`src/bcsr_pkg.sv`:
```
// Purpose: constants for the bridge command and primary status registers
// Assumes: 32-bit apb data, one aligned word per register
// Notes:   command sits in the low half and status in the high half of one word
package bcsr_pkg;

   // byte offsets of the register words
   localparam logic [11:0] BCSR_OFF_CMD_STAT  = 12'h004;
   localparam logic [11:0] BCSR_OFF_IRQ_STAT  = 12'h040;
   localparam logic [11:0] BCSR_OFF_IRQ_MASK  = 12'h044;

   // command field positions
   localparam int BCSR_CMD_IO_EN     = 0;
   localparam int BCSR_CMD_MEM_EN    = 1;
   localparam int BCSR_CMD_MASTER_EN = 2;
   localparam int BCSR_CMD_PAR_RESP  = 6;
   localparam int BCSR_CMD_SERR_EN   = 8;
   localparam int BCSR_CMD_INT_DIS   = 10;

   // writable command bits; all others read as zero
   localparam logic [15:0] BCSR_CMD_WMASK  = 16'h0547;
   localparam logic [15:0] BCSR_CMD_RESET  = 16'h0000;

   // status field positions, counted inside the high half
   localparam int BCSR_ST_CAP_LIST   = 4;
   localparam int BCSR_ST_MDPE       = 8;
   localparam int BCSR_ST_SIG_TABORT = 11;
   localparam int BCSR_ST_RCV_TABORT = 12;
   localparam int BCSR_ST_RCV_MABORT = 13;
   localparam int BCSR_ST_SIG_SERR   = 14;
   localparam int BCSR_ST_DET_PERR   = 15;

   // constant status bits and the write-one-to-clear flags
   localparam logic [15:0] BCSR_ST_CONST   = 16'h0010;
   localparam logic [15:0] BCSR_ST_W1C     = 16'hf900;
   localparam logic [15:0] BCSR_ST_RESET   = 16'h0000;

   // first capability pointer location
   localparam logic [7:0]  BCSR_CAP_PTR    = 8'h34;

   // interrupt status and mask: one bit per status flag
   localparam int          BCSR_IRQ_W      = 6;
   localparam logic [5:0]  BCSR_IRQ_RESET  = 6'h00;

endpackage

```
`src/bcsr_regs.sv`:
```
// Purpose: command and primary status registers of a bridge header, apb slave
// Assumes: event inputs are one-cycle pulses from logic on pclk
// Notes:   one wait state on every apb access; unmapped words read zero with pslverr
//
// Overview of operation
// - command bit 0 clear ignores primary io
// - command bit 1 clear ignores primary memory
// - bit 2 clear blocks mastering and forwarding
// - command bit 3 reads zero, read-only
// - command bit 4 reads zero, read-only
// - bit 6 lets parity faults set bit 24
// - bit 8 gates sending error messages
// - bit 10 keeps inta_assert deasserted; irq is not gated by it
// - bits 5, 7, 9, 15:11 read zero
// - status bit 20 reads one, pointer 34h
// - status bits 21, 23, 26:25 read zero
// - bit 24 set only with parity response
// - bit 27 set on completer abort sent
// - bit 28 set on completer abort received
// - bit 29 set on unsupported request received
// - bit 30 set on error message sent
// - bit 31 set on any poisoned packet received
// - flags clear only by writing one
//
// Added by the designer: the APB interface to the registers.
`timescale 1ns/100ps
module bcsr_regs
   import bcsr_pkg::*;
#(
   parameter int ADDR_W = 12
) (
   input  wire logic              pclk,
   input  wire logic              presetn,
   input  wire logic              psel,
   input  wire logic              penable,
   input  wire logic              pwrite,
   input  wire logic [ADDR_W-1:0] paddr,
   input  wire logic [31:0]       pwdata,
   input  wire logic [3:0]        pstrb,
   output logic                   pready,
   output logic [31:0]            prdata,
   output logic                   pslverr,
   input  wire logic              io_req,
   input  wire logic              mem_rd_req,
   input  wire logic              fwd_req,
   input  wire logic              poison_cpl_rx,
   input  wire logic              poison_wr_tx,
   input  wire logic              parity_err,
   input  wire logic              poison_tlp_rx,
   input  wire logic              cpl_abort_tx,
   input  wire logic              cpl_abort_rx,
   input  wire logic              cpl_ur_rx,
   input  wire logic              err_msg_req,
   input  wire logic              intx_req,
   output logic                   io_accept,
   output logic                   mem_rd_accept,
   output logic                   fwd_accept,
   output logic                   err_msg_send,
   output logic                   inta_assert,
   output logic                   irq
);

   // elaboration check: the decoded offsets must fit the address
   if (ADDR_W < 7 || ADDR_W > 12) begin : g_bad_addr_w
      $error("bcsr_regs: ADDR_W must be 7..12");
   end

   // word select, shared by read and write decode
   function automatic logic bcsr_hit(input logic [ADDR_W-1:0] a, input logic [11:0] off);
      bcsr_hit = (a[ADDR_W-1:2] == off[ADDR_W-1:2]);
   endfunction

   logic [15:0] cmd_reg;
   logic [15:0] stat_reg;
   logic [15:0] stat_next;
   logic [15:0] stat_set;
   logic [15:0] stat_clr;
   logic [5:0]  irq_stat_reg;
   logic [5:0]  irq_stat_next;
   logic [5:0]  irq_mask_reg;
   logic [5:0]  irq_mask_next;
   logic [5:0]  irq_ev;
   logic [5:0]  irq_clr;
   logic        wr_done;
   logic        acc_phase;
   logic        hit_cs;
   logic        hit_is;
   logic        hit_im;
   logic        mapped;
   logic        err_send;
   logic [31:0] rd_word;

   // apb decode; a write lands only at the edge that completes the access
   assign acc_phase = psel && penable;
   assign wr_done   = acc_phase && pready && pwrite;
   assign hit_cs    = bcsr_hit(paddr, BCSR_OFF_CMD_STAT);
   assign hit_is    = bcsr_hit(paddr, BCSR_OFF_IRQ_STAT);
   assign hit_im    = bcsr_hit(paddr, BCSR_OFF_IRQ_MASK);
   assign mapped    = hit_cs || hit_is || hit_im;

   // handshake: one wait state, then pready for one cycle
   always_ff @(posedge pclk or negedge presetn) begin
      if (!presetn) begin
         pready  <= 1'b0;
         pslverr <= 1'b0;
      end else begin
         pready  <= acc_phase && !pready;
         pslverr <= acc_phase && !pready && !mapped;
      end
   end

   // read mux; reserved and unsupported bits come back zero
   always_comb begin
      rd_word = 32'h0000_0000;
      if (hit_cs) begin
         rd_word = {stat_reg | BCSR_ST_CONST, cmd_reg};
      end else if (hit_is) begin
         rd_word = {26'h0, irq_stat_reg};
      end else if (hit_im) begin
         rd_word = {26'h0, irq_mask_reg};
      end
   end

   // read data register, loaded with the answer
   always_ff @(posedge pclk or negedge presetn) begin
      if (!presetn) begin
         prdata <= 32'h0000_0000;
      end else if (acc_phase && !pready && !pwrite) begin
         prdata <= rd_word;
      end
   end

   // command register: only the writable bits take data, byte enables honoured
   always_ff @(posedge pclk or negedge presetn) begin
      if (!presetn) begin
         cmd_reg <= BCSR_CMD_RESET;
      end else if (wr_done && hit_cs) begin
         if (pstrb[0]) begin
            cmd_reg[7:0]  <= pwdata[7:0] & BCSR_CMD_WMASK[7:0];
         end
         if (pstrb[1]) begin
            cmd_reg[15:8] <= pwdata[15:8] & BCSR_CMD_WMASK[15:8];
         end
      end
   end

   // error message goes out only while reporting is enabled
   assign err_send = err_msg_req && cmd_reg[BCSR_CMD_SERR_EN];

   // status flag set terms
   always_comb begin
      stat_set                     = 16'h0000;
      stat_set[BCSR_ST_MDPE]       = cmd_reg[BCSR_CMD_PAR_RESP]
                                     && (poison_cpl_rx || poison_wr_tx || parity_err);
      stat_set[BCSR_ST_SIG_TABORT] = cpl_abort_tx;
      stat_set[BCSR_ST_RCV_TABORT] = cpl_abort_rx;
      stat_set[BCSR_ST_RCV_MABORT] = cpl_ur_rx;
      stat_set[BCSR_ST_SIG_SERR]   = err_send;
      stat_set[BCSR_ST_DET_PERR]   = poison_tlp_rx || poison_cpl_rx;
   end

   // write-one-to-clear on the status half, set beats clear
   always_comb begin
      stat_clr = 16'h0000;
      if (wr_done && hit_cs) begin
         stat_clr = {pstrb[3] ? pwdata[31:24] : 8'h00,
                     pstrb[2] ? pwdata[23:16] : 8'h00} & BCSR_ST_W1C;
      end
      stat_next = ((stat_reg & ~stat_clr) | stat_set) & BCSR_ST_W1C;
   end

   // status flags
   always_ff @(posedge pclk or negedge presetn) begin
      if (!presetn) begin
         stat_reg <= BCSR_ST_RESET;
      end else begin
         stat_reg <= stat_next;
      end
   end

   // interrupt events mirror the status flags that are set this cycle
   assign irq_ev = {stat_set[BCSR_ST_DET_PERR],   stat_set[BCSR_ST_SIG_SERR],
                    stat_set[BCSR_ST_RCV_MABORT], stat_set[BCSR_ST_RCV_TABORT],
                    stat_set[BCSR_ST_SIG_TABORT], stat_set[BCSR_ST_MDPE]};
   assign irq_clr = (wr_done && hit_is && pstrb[0]) ? pwdata[5:0] : 6'h00;
   assign irq_stat_next = (irq_stat_reg & ~irq_clr) | irq_ev;
   assign irq_mask_next = (wr_done && hit_im && pstrb[0]) ? pwdata[5:0] : irq_mask_reg;

   // sticky interrupt status and its mask
   always_ff @(posedge pclk or negedge presetn) begin
      if (!presetn) begin
         irq_stat_reg <= BCSR_IRQ_RESET;
         irq_mask_reg <= BCSR_IRQ_RESET;
      end else begin
         irq_stat_reg <= irq_stat_next;
         irq_mask_reg <= irq_mask_next;
      end
   end

   // level interrupt from unmasked status
   always_ff @(posedge pclk or negedge presetn) begin
      if (!presetn) begin
         irq <= 1'b0;
      end else begin
         irq <= |(irq_stat_next & irq_mask_next); // mask write moves irq with the mask
      end
   end

   // transaction gating toward the forwarding datapath
   always_ff @(posedge pclk or negedge presetn) begin
      if (!presetn) begin
         io_accept     <= 1'b0;
         mem_rd_accept <= 1'b0;
         fwd_accept    <= 1'b0;
         err_msg_send  <= 1'b0;
         inta_assert   <= 1'b0;
      end else begin
         io_accept     <= io_req && cmd_reg[BCSR_CMD_IO_EN];
         mem_rd_accept <= mem_rd_req && cmd_reg[BCSR_CMD_MEM_EN];
         fwd_accept    <= fwd_req && cmd_reg[BCSR_CMD_MASTER_EN];
         err_msg_send  <= err_send;
         inta_assert   <= intx_req && !cmd_reg[BCSR_CMD_INT_DIS];
      end
   end
endmodule

```
`config.mk`:
```
export PLATFORM = sky130hd
export DESIGN_NAME = bcsr_regs
export DESIGN_NICKNAME = d
export VERILOG_FILES = /design/src/bcsr_pkg.sv /design/src/bcsr_regs.sv
export SDC_FILE = /design/constraint.sdc
export NUM_CORES = 1
export LEC_CHECK = 0
export CAP_MARGIN = 20
export CORE_MARGIN = 2
export CORE_UTILIZATION = 35
export CTS_BUF_LIST = sky130_fd_sc_hd__clkbuf_4 sky130_fd_sc_hd__clkbuf_8
export DETAILED_ROUTE_END_ITERATION = 10
export DONT_BUFFER_PORTS = 1
export GPL_TIMING_DRIVEN = 1
export MAX_ROUTING_LAYER = met4
export PLACE_DENSITY_LB_ADDON = 0.25
export SLEW_MARGIN = 25
export SYNTH_ARGS = -nofsm -noshare
export SYNTH_HDL_FRONTEND = slang
export SYNTH_SLANG_ARGS = --single-unit
export TNS_END_PERCENT = 100
```
`constraint.sdc`:
```
create_clock -name pclk -period 2.2 [get_ports pclk]
set_input_delay 0.22 -clock pclk [delete_from_list [all_inputs] [get_ports pclk]]
set_output_delay 0.22 -clock pclk [all_outputs]
set_load 0.03 [all_outputs]
```
**Yosys cells after proc, flatten, opt, wreduce, memory -nomap -nowiden**

Cells that the tools add are included.

- Add/sub/neg operators: 0
- Multiply operators: 0
- Divide/modulo/power cells: 0
- Magnitude comparators: 0
- Equal/unequal tests: 3
- Shift operators: 0
- Muxes and demuxes: 7
- Bitwise operators: 7
- Reduce and logical (&&, ||, !) cells: 29

Operators with widths:

| kind | count |
|---|---|
| 32-bit two-way mux | 2 |
| 10-bit by 5-bit == test with 1-bit output, second input constant | 2 |
| 6-bit two-way mux | 3 |
| 1-bit logical AND | 17 |
| 16-bit AND | 1 |
| 16-bit two-way mux | 1 |
| 16-bit NOT | 1 |
| 16-bit OR | 1 |
| 6-bit AND | 2 |
| 10-bit by 1-bit == test with 1-bit output, second input constant | 1 |
| 8-bit two-way mux | 1 |
| 6-bit NOT | 1 |
| 6-bit OR | 1 |
| 6-bit OR reduction | 1 |
| 1-bit logical OR | 5 |
| 1-bit logical NOT | 4 |
| 2-bit AND reduction | 2 |

- Flip-flop bits (word level): 64
- Bits in latches: 0
- Memory bits (writable): 0
- Memory bits (read-only): 0
- Input port bits: 65
- Word-level logic and storage cells: 60
- Memories kept: 0

**Logic depth before layout (Yosys ltp)**

- Depth after elaboration: 11
- Mapped depth: 6
- Depth with buffers taken out: 5

**Worst setup path before layout**

Ideal clock, no wire load.

- Path kind: register to register
- Start: reg pready
- End: reg irq
- Setup time: 0.142 ns
- Arrival time: 1.803 ns
- Data required time: 2.058 ns
- Slack: 0.254 ns
- Stages on the path, launching flop included: 7
- Clock period less this slack: 1.946 ns
- Cell sequence: dfrtp_1 -> nand4_2 -> and4bb_1 -> buf_4 -> mux2_1 -> a22oi_2 -> o2111ai_1

RTL lines:

| item | line | RTL |
|---|---|---|
| start: declaration | bcsr_regs.sv:40 | `output logic pready,` |
| start signal: assignment | bcsr_regs.sv:107 | `pready <= acc_phase && !pready;` |
| 1-bit logical AND (2 in series) | bcsr_regs.sv:95 | `assign wr_done = acc_phase && pready && pwrite;` |
| 1-bit logical AND (2 in series) | bcsr_regs.sv:187 | `assign irq_mask_next = (wr_done && hit_im && pstrb[0]) ? pwdata[5:0] : irq_mask_reg;` |
| 6-bit two-way mux | bcsr_regs.sv:187 |  |
| via irq_mask_next[4] | bcsr_regs.sv:81 | `logic [5:0] irq_mask_next;` |
| 6-bit AND | bcsr_regs.sv:205 | `irq <= \|(irq_stat_next & irq_mask_next);` |
| 6-bit OR reduction | bcsr_regs.sv:205 |  |
| end signal: assignment | bcsr_regs.sv:205 |  |
| end: declaration | bcsr_regs.sv:60 | `output logic irq` |

The timed path passes the listed nets, and every way through them passes these cells.
A chain may end at the register's enable or synchronous reset.

**Final worst setup path**

Ends and elaborated chain as after synthesis.

==> summary.txt <==
Status: complete, no violations
Hold Crit Class: in -> reg
FF-to-FF End: irq
Worst path buffer plus inverter count: 0
Pwr per Cell Area: 714 mW/mm2
Max reg flops: 16
Die Width: 82.2 um
Rows: 28
Final hold vios: 0
Crit path DAT: 2.12 ns
Cts bufs inserted: 5
Reg2reg path depth: 5
Fill count: 608
Initial antenna violation count: 0
Port Buf Inserts: 0
CP Class: reg -> reg
Yosys cell types: 43
Final setup fails: 0
Startpoint types: flip-flop
Drt total wl: 4.66 mm
Post-CTS Setup Inserts: 0
Vias in the first global route: 1,392
FF+latch count, synth: 48
Crit-path max FO: 6
Total GRT Usage: 0.151
Hold Startpoint: cpl_abort_rx
H-tree levels: 2
Leakage: 0.00109 uW
FFs w/ async S/R, synth: 1.00
Largest Register: prdata
Min-Delay Path Depth: 1
Critical Path Source: pready
Number of synthesized flops with an enable pin: 0
Syn Std Cell Area: 0.00214 mm2
RD Place Congestion: 0.752
Clock transition at path regs: 0.08 ns
Final Max Tran Viols: 0
Clock latency on the worst-skew pair: 0.30 ns
Achievable Freq: 509 MHz
Crit-path cells: nand4_2 -> and4bb_1 -> mux2_1 -> a22oi_1 -> o2111ai_1
Die Footprint: 0.00675 mm2
Setup TNS: 0 ns
Total core area: 0.00592 mm2
Starting density of the core: 0.361
Leading register cell type out of synthesis: dfrtp_1
# clock sinks: 48
CTS tree: done
Max-Cap Viols: 0
Slowest cell delay on critical path: 0.55 ns
Die Y: 82.2 um
Routed via count: 1,370
Reg area: 0.00120 mm2
Share of cells above drive strength 1: 0.130
First-pass GRT wire length: 7.22 mm
Sequential share of the synthesized area: 0.562
WHS Endpoint: stat_reg[12]
Pin count of the biggest net entering global routing: 49
Remaining Overflow, GRT: 0
DRT Pass-1 Iters: 4
Post-DP HPWL: 3.51 mm
Drt initial violations: 88
Via-per-instance ratio: 5.11
Final ANT Viol Nets: 0
Number of top-level pins: 105
Layout area overhead: 9.54%
Most frequent cells in the layout: dfrtp_1, nand2_1, conb_1
Placed instance count: 257
DR WL/cell: 17.4 um
Syn Area/Cell: 11.7 um2
Clk buf depth: 2
CP top delay family: simple AND/OR/NAND/NOR gates
Most common cell after layout, fill and taps aside: dfrtp_1
Max VDD drop: 0.270 mV
Multi-input gate area: 817 um2
Worst setup skew after layout: 0.00918 ns
Fin nets: 257
RSZ-0062 raised after global routing: false
Hold WS: 0.0139 ns
Antenna cells: 0
Cell count after synthesis: 182
Period utilization: 0.893
FF-to-FF Start: pready
Drt drc: 0
CP required: 2.36 ns
Critical path's slowest cell: and4bb_1
Clock Root Buffer: clkbuf_8
Worst setup EP type: flip-flop
Syn. warnings: 0
Non-filler instance count after layout: 268
R2r setup slk: 0.24 ns
Minimum clock period: 1.96 ns
cells by family after synthesis:
family	after synthesis	synth area share
multiplexers	12	0.0626
flip-flops	48	0.562
buffers and inverters	28	0.0825
other	1	0.00175
AO/OA/AOI/OAI	39	0.142
AND/OR/NAND/NOR	54	0.149
layer usage:
layer | wire length (um) | GRT usage | vias up | share of wire
met3 | 298 | 0.0370 | 7 | 0.064
met1 | 2010 | 0.192 | 676 | 0.43
li1 | - | - | 640 | -
met2 | 2300 | 0.237 | 47 | 0.49
met5 | 0 | - | - | 0
met4 | 50 | 0.0500 | 0 | 0.011
power breakdown:
group	switching [uW]	total, uW	internal (uW)
logic	78.2	108	29.4
registers	36.1	931	895
clock network	284	634	350
total	399	1670	1270
cells in the mapped netlist (2+ instances only):
cell / number / area, um2
nand2b_1: 2 / 12.5
nor3_1: 3 / 15.0
a22o_1: 9 / 78.8
clkbuf_1: 3 / 11.3
and2_1: 4 / 25.0
o22ai_1: 3 / 18.8
mux2_1: 9 / 101
dfrtp_1: 48 / 1200
a31oi_1: 2 / 12.5
a22oi_1: 4 / 30.0
a21oi_1: 2 / 10.0
or3_1: 3 / 18.8
inv_1: 7 / 26.3
buf_4: 17 / 128
o21ai_1: 3 / 15.0
mux2_2: 2 / 22.5
a41oi_1: 2 / 17.5
nor2_1: 12 / 45.0
nor2b_1: 2 / 12.5
a21o_1: 5 / 37.5
a221oi_1: 3 / 26.3
nand2_1: 16 / 60.1
layout make-up:
cell class	instances	area share
sequential	48	0.513
tap	75	0.0401
clock inverter	2	0.0150
clock buffer	6	0.0326
multi-input combinational	121	0.349
timing repair buffer	9	0.0395
inverter	7	0.0112
worst max path at each step:
stage                      to  slack (ns)  cells after the start
final                     irq        0.24                      5
after detailed placement  irq        0.20                      5
after global routing      irq        0.12                      5
after global placement    irq        0.18                      5
after floorplan           irq        0.25                      6
after CTS                 irq        0.21                      5
timing repair:
action	4_1_cts	5_1_grt
hold endpoints to repair	49	0
resized for setup	0	0
hold buffers	3	0
through the flow:
stage               area (um2)   util  worst slack (ns)  power (uW)
finish                    2340  0.396             0.235        1670
global placement          2180  0.369             0.185        1030
CTS                       2340  0.396             0.215        1700
floorplan                 2190      -             0.254        1040
global route              2340  0.396             0.116        1740
detailed placement        2180  0.369             0.199        1030
Power figures use the tool's default switching activity.
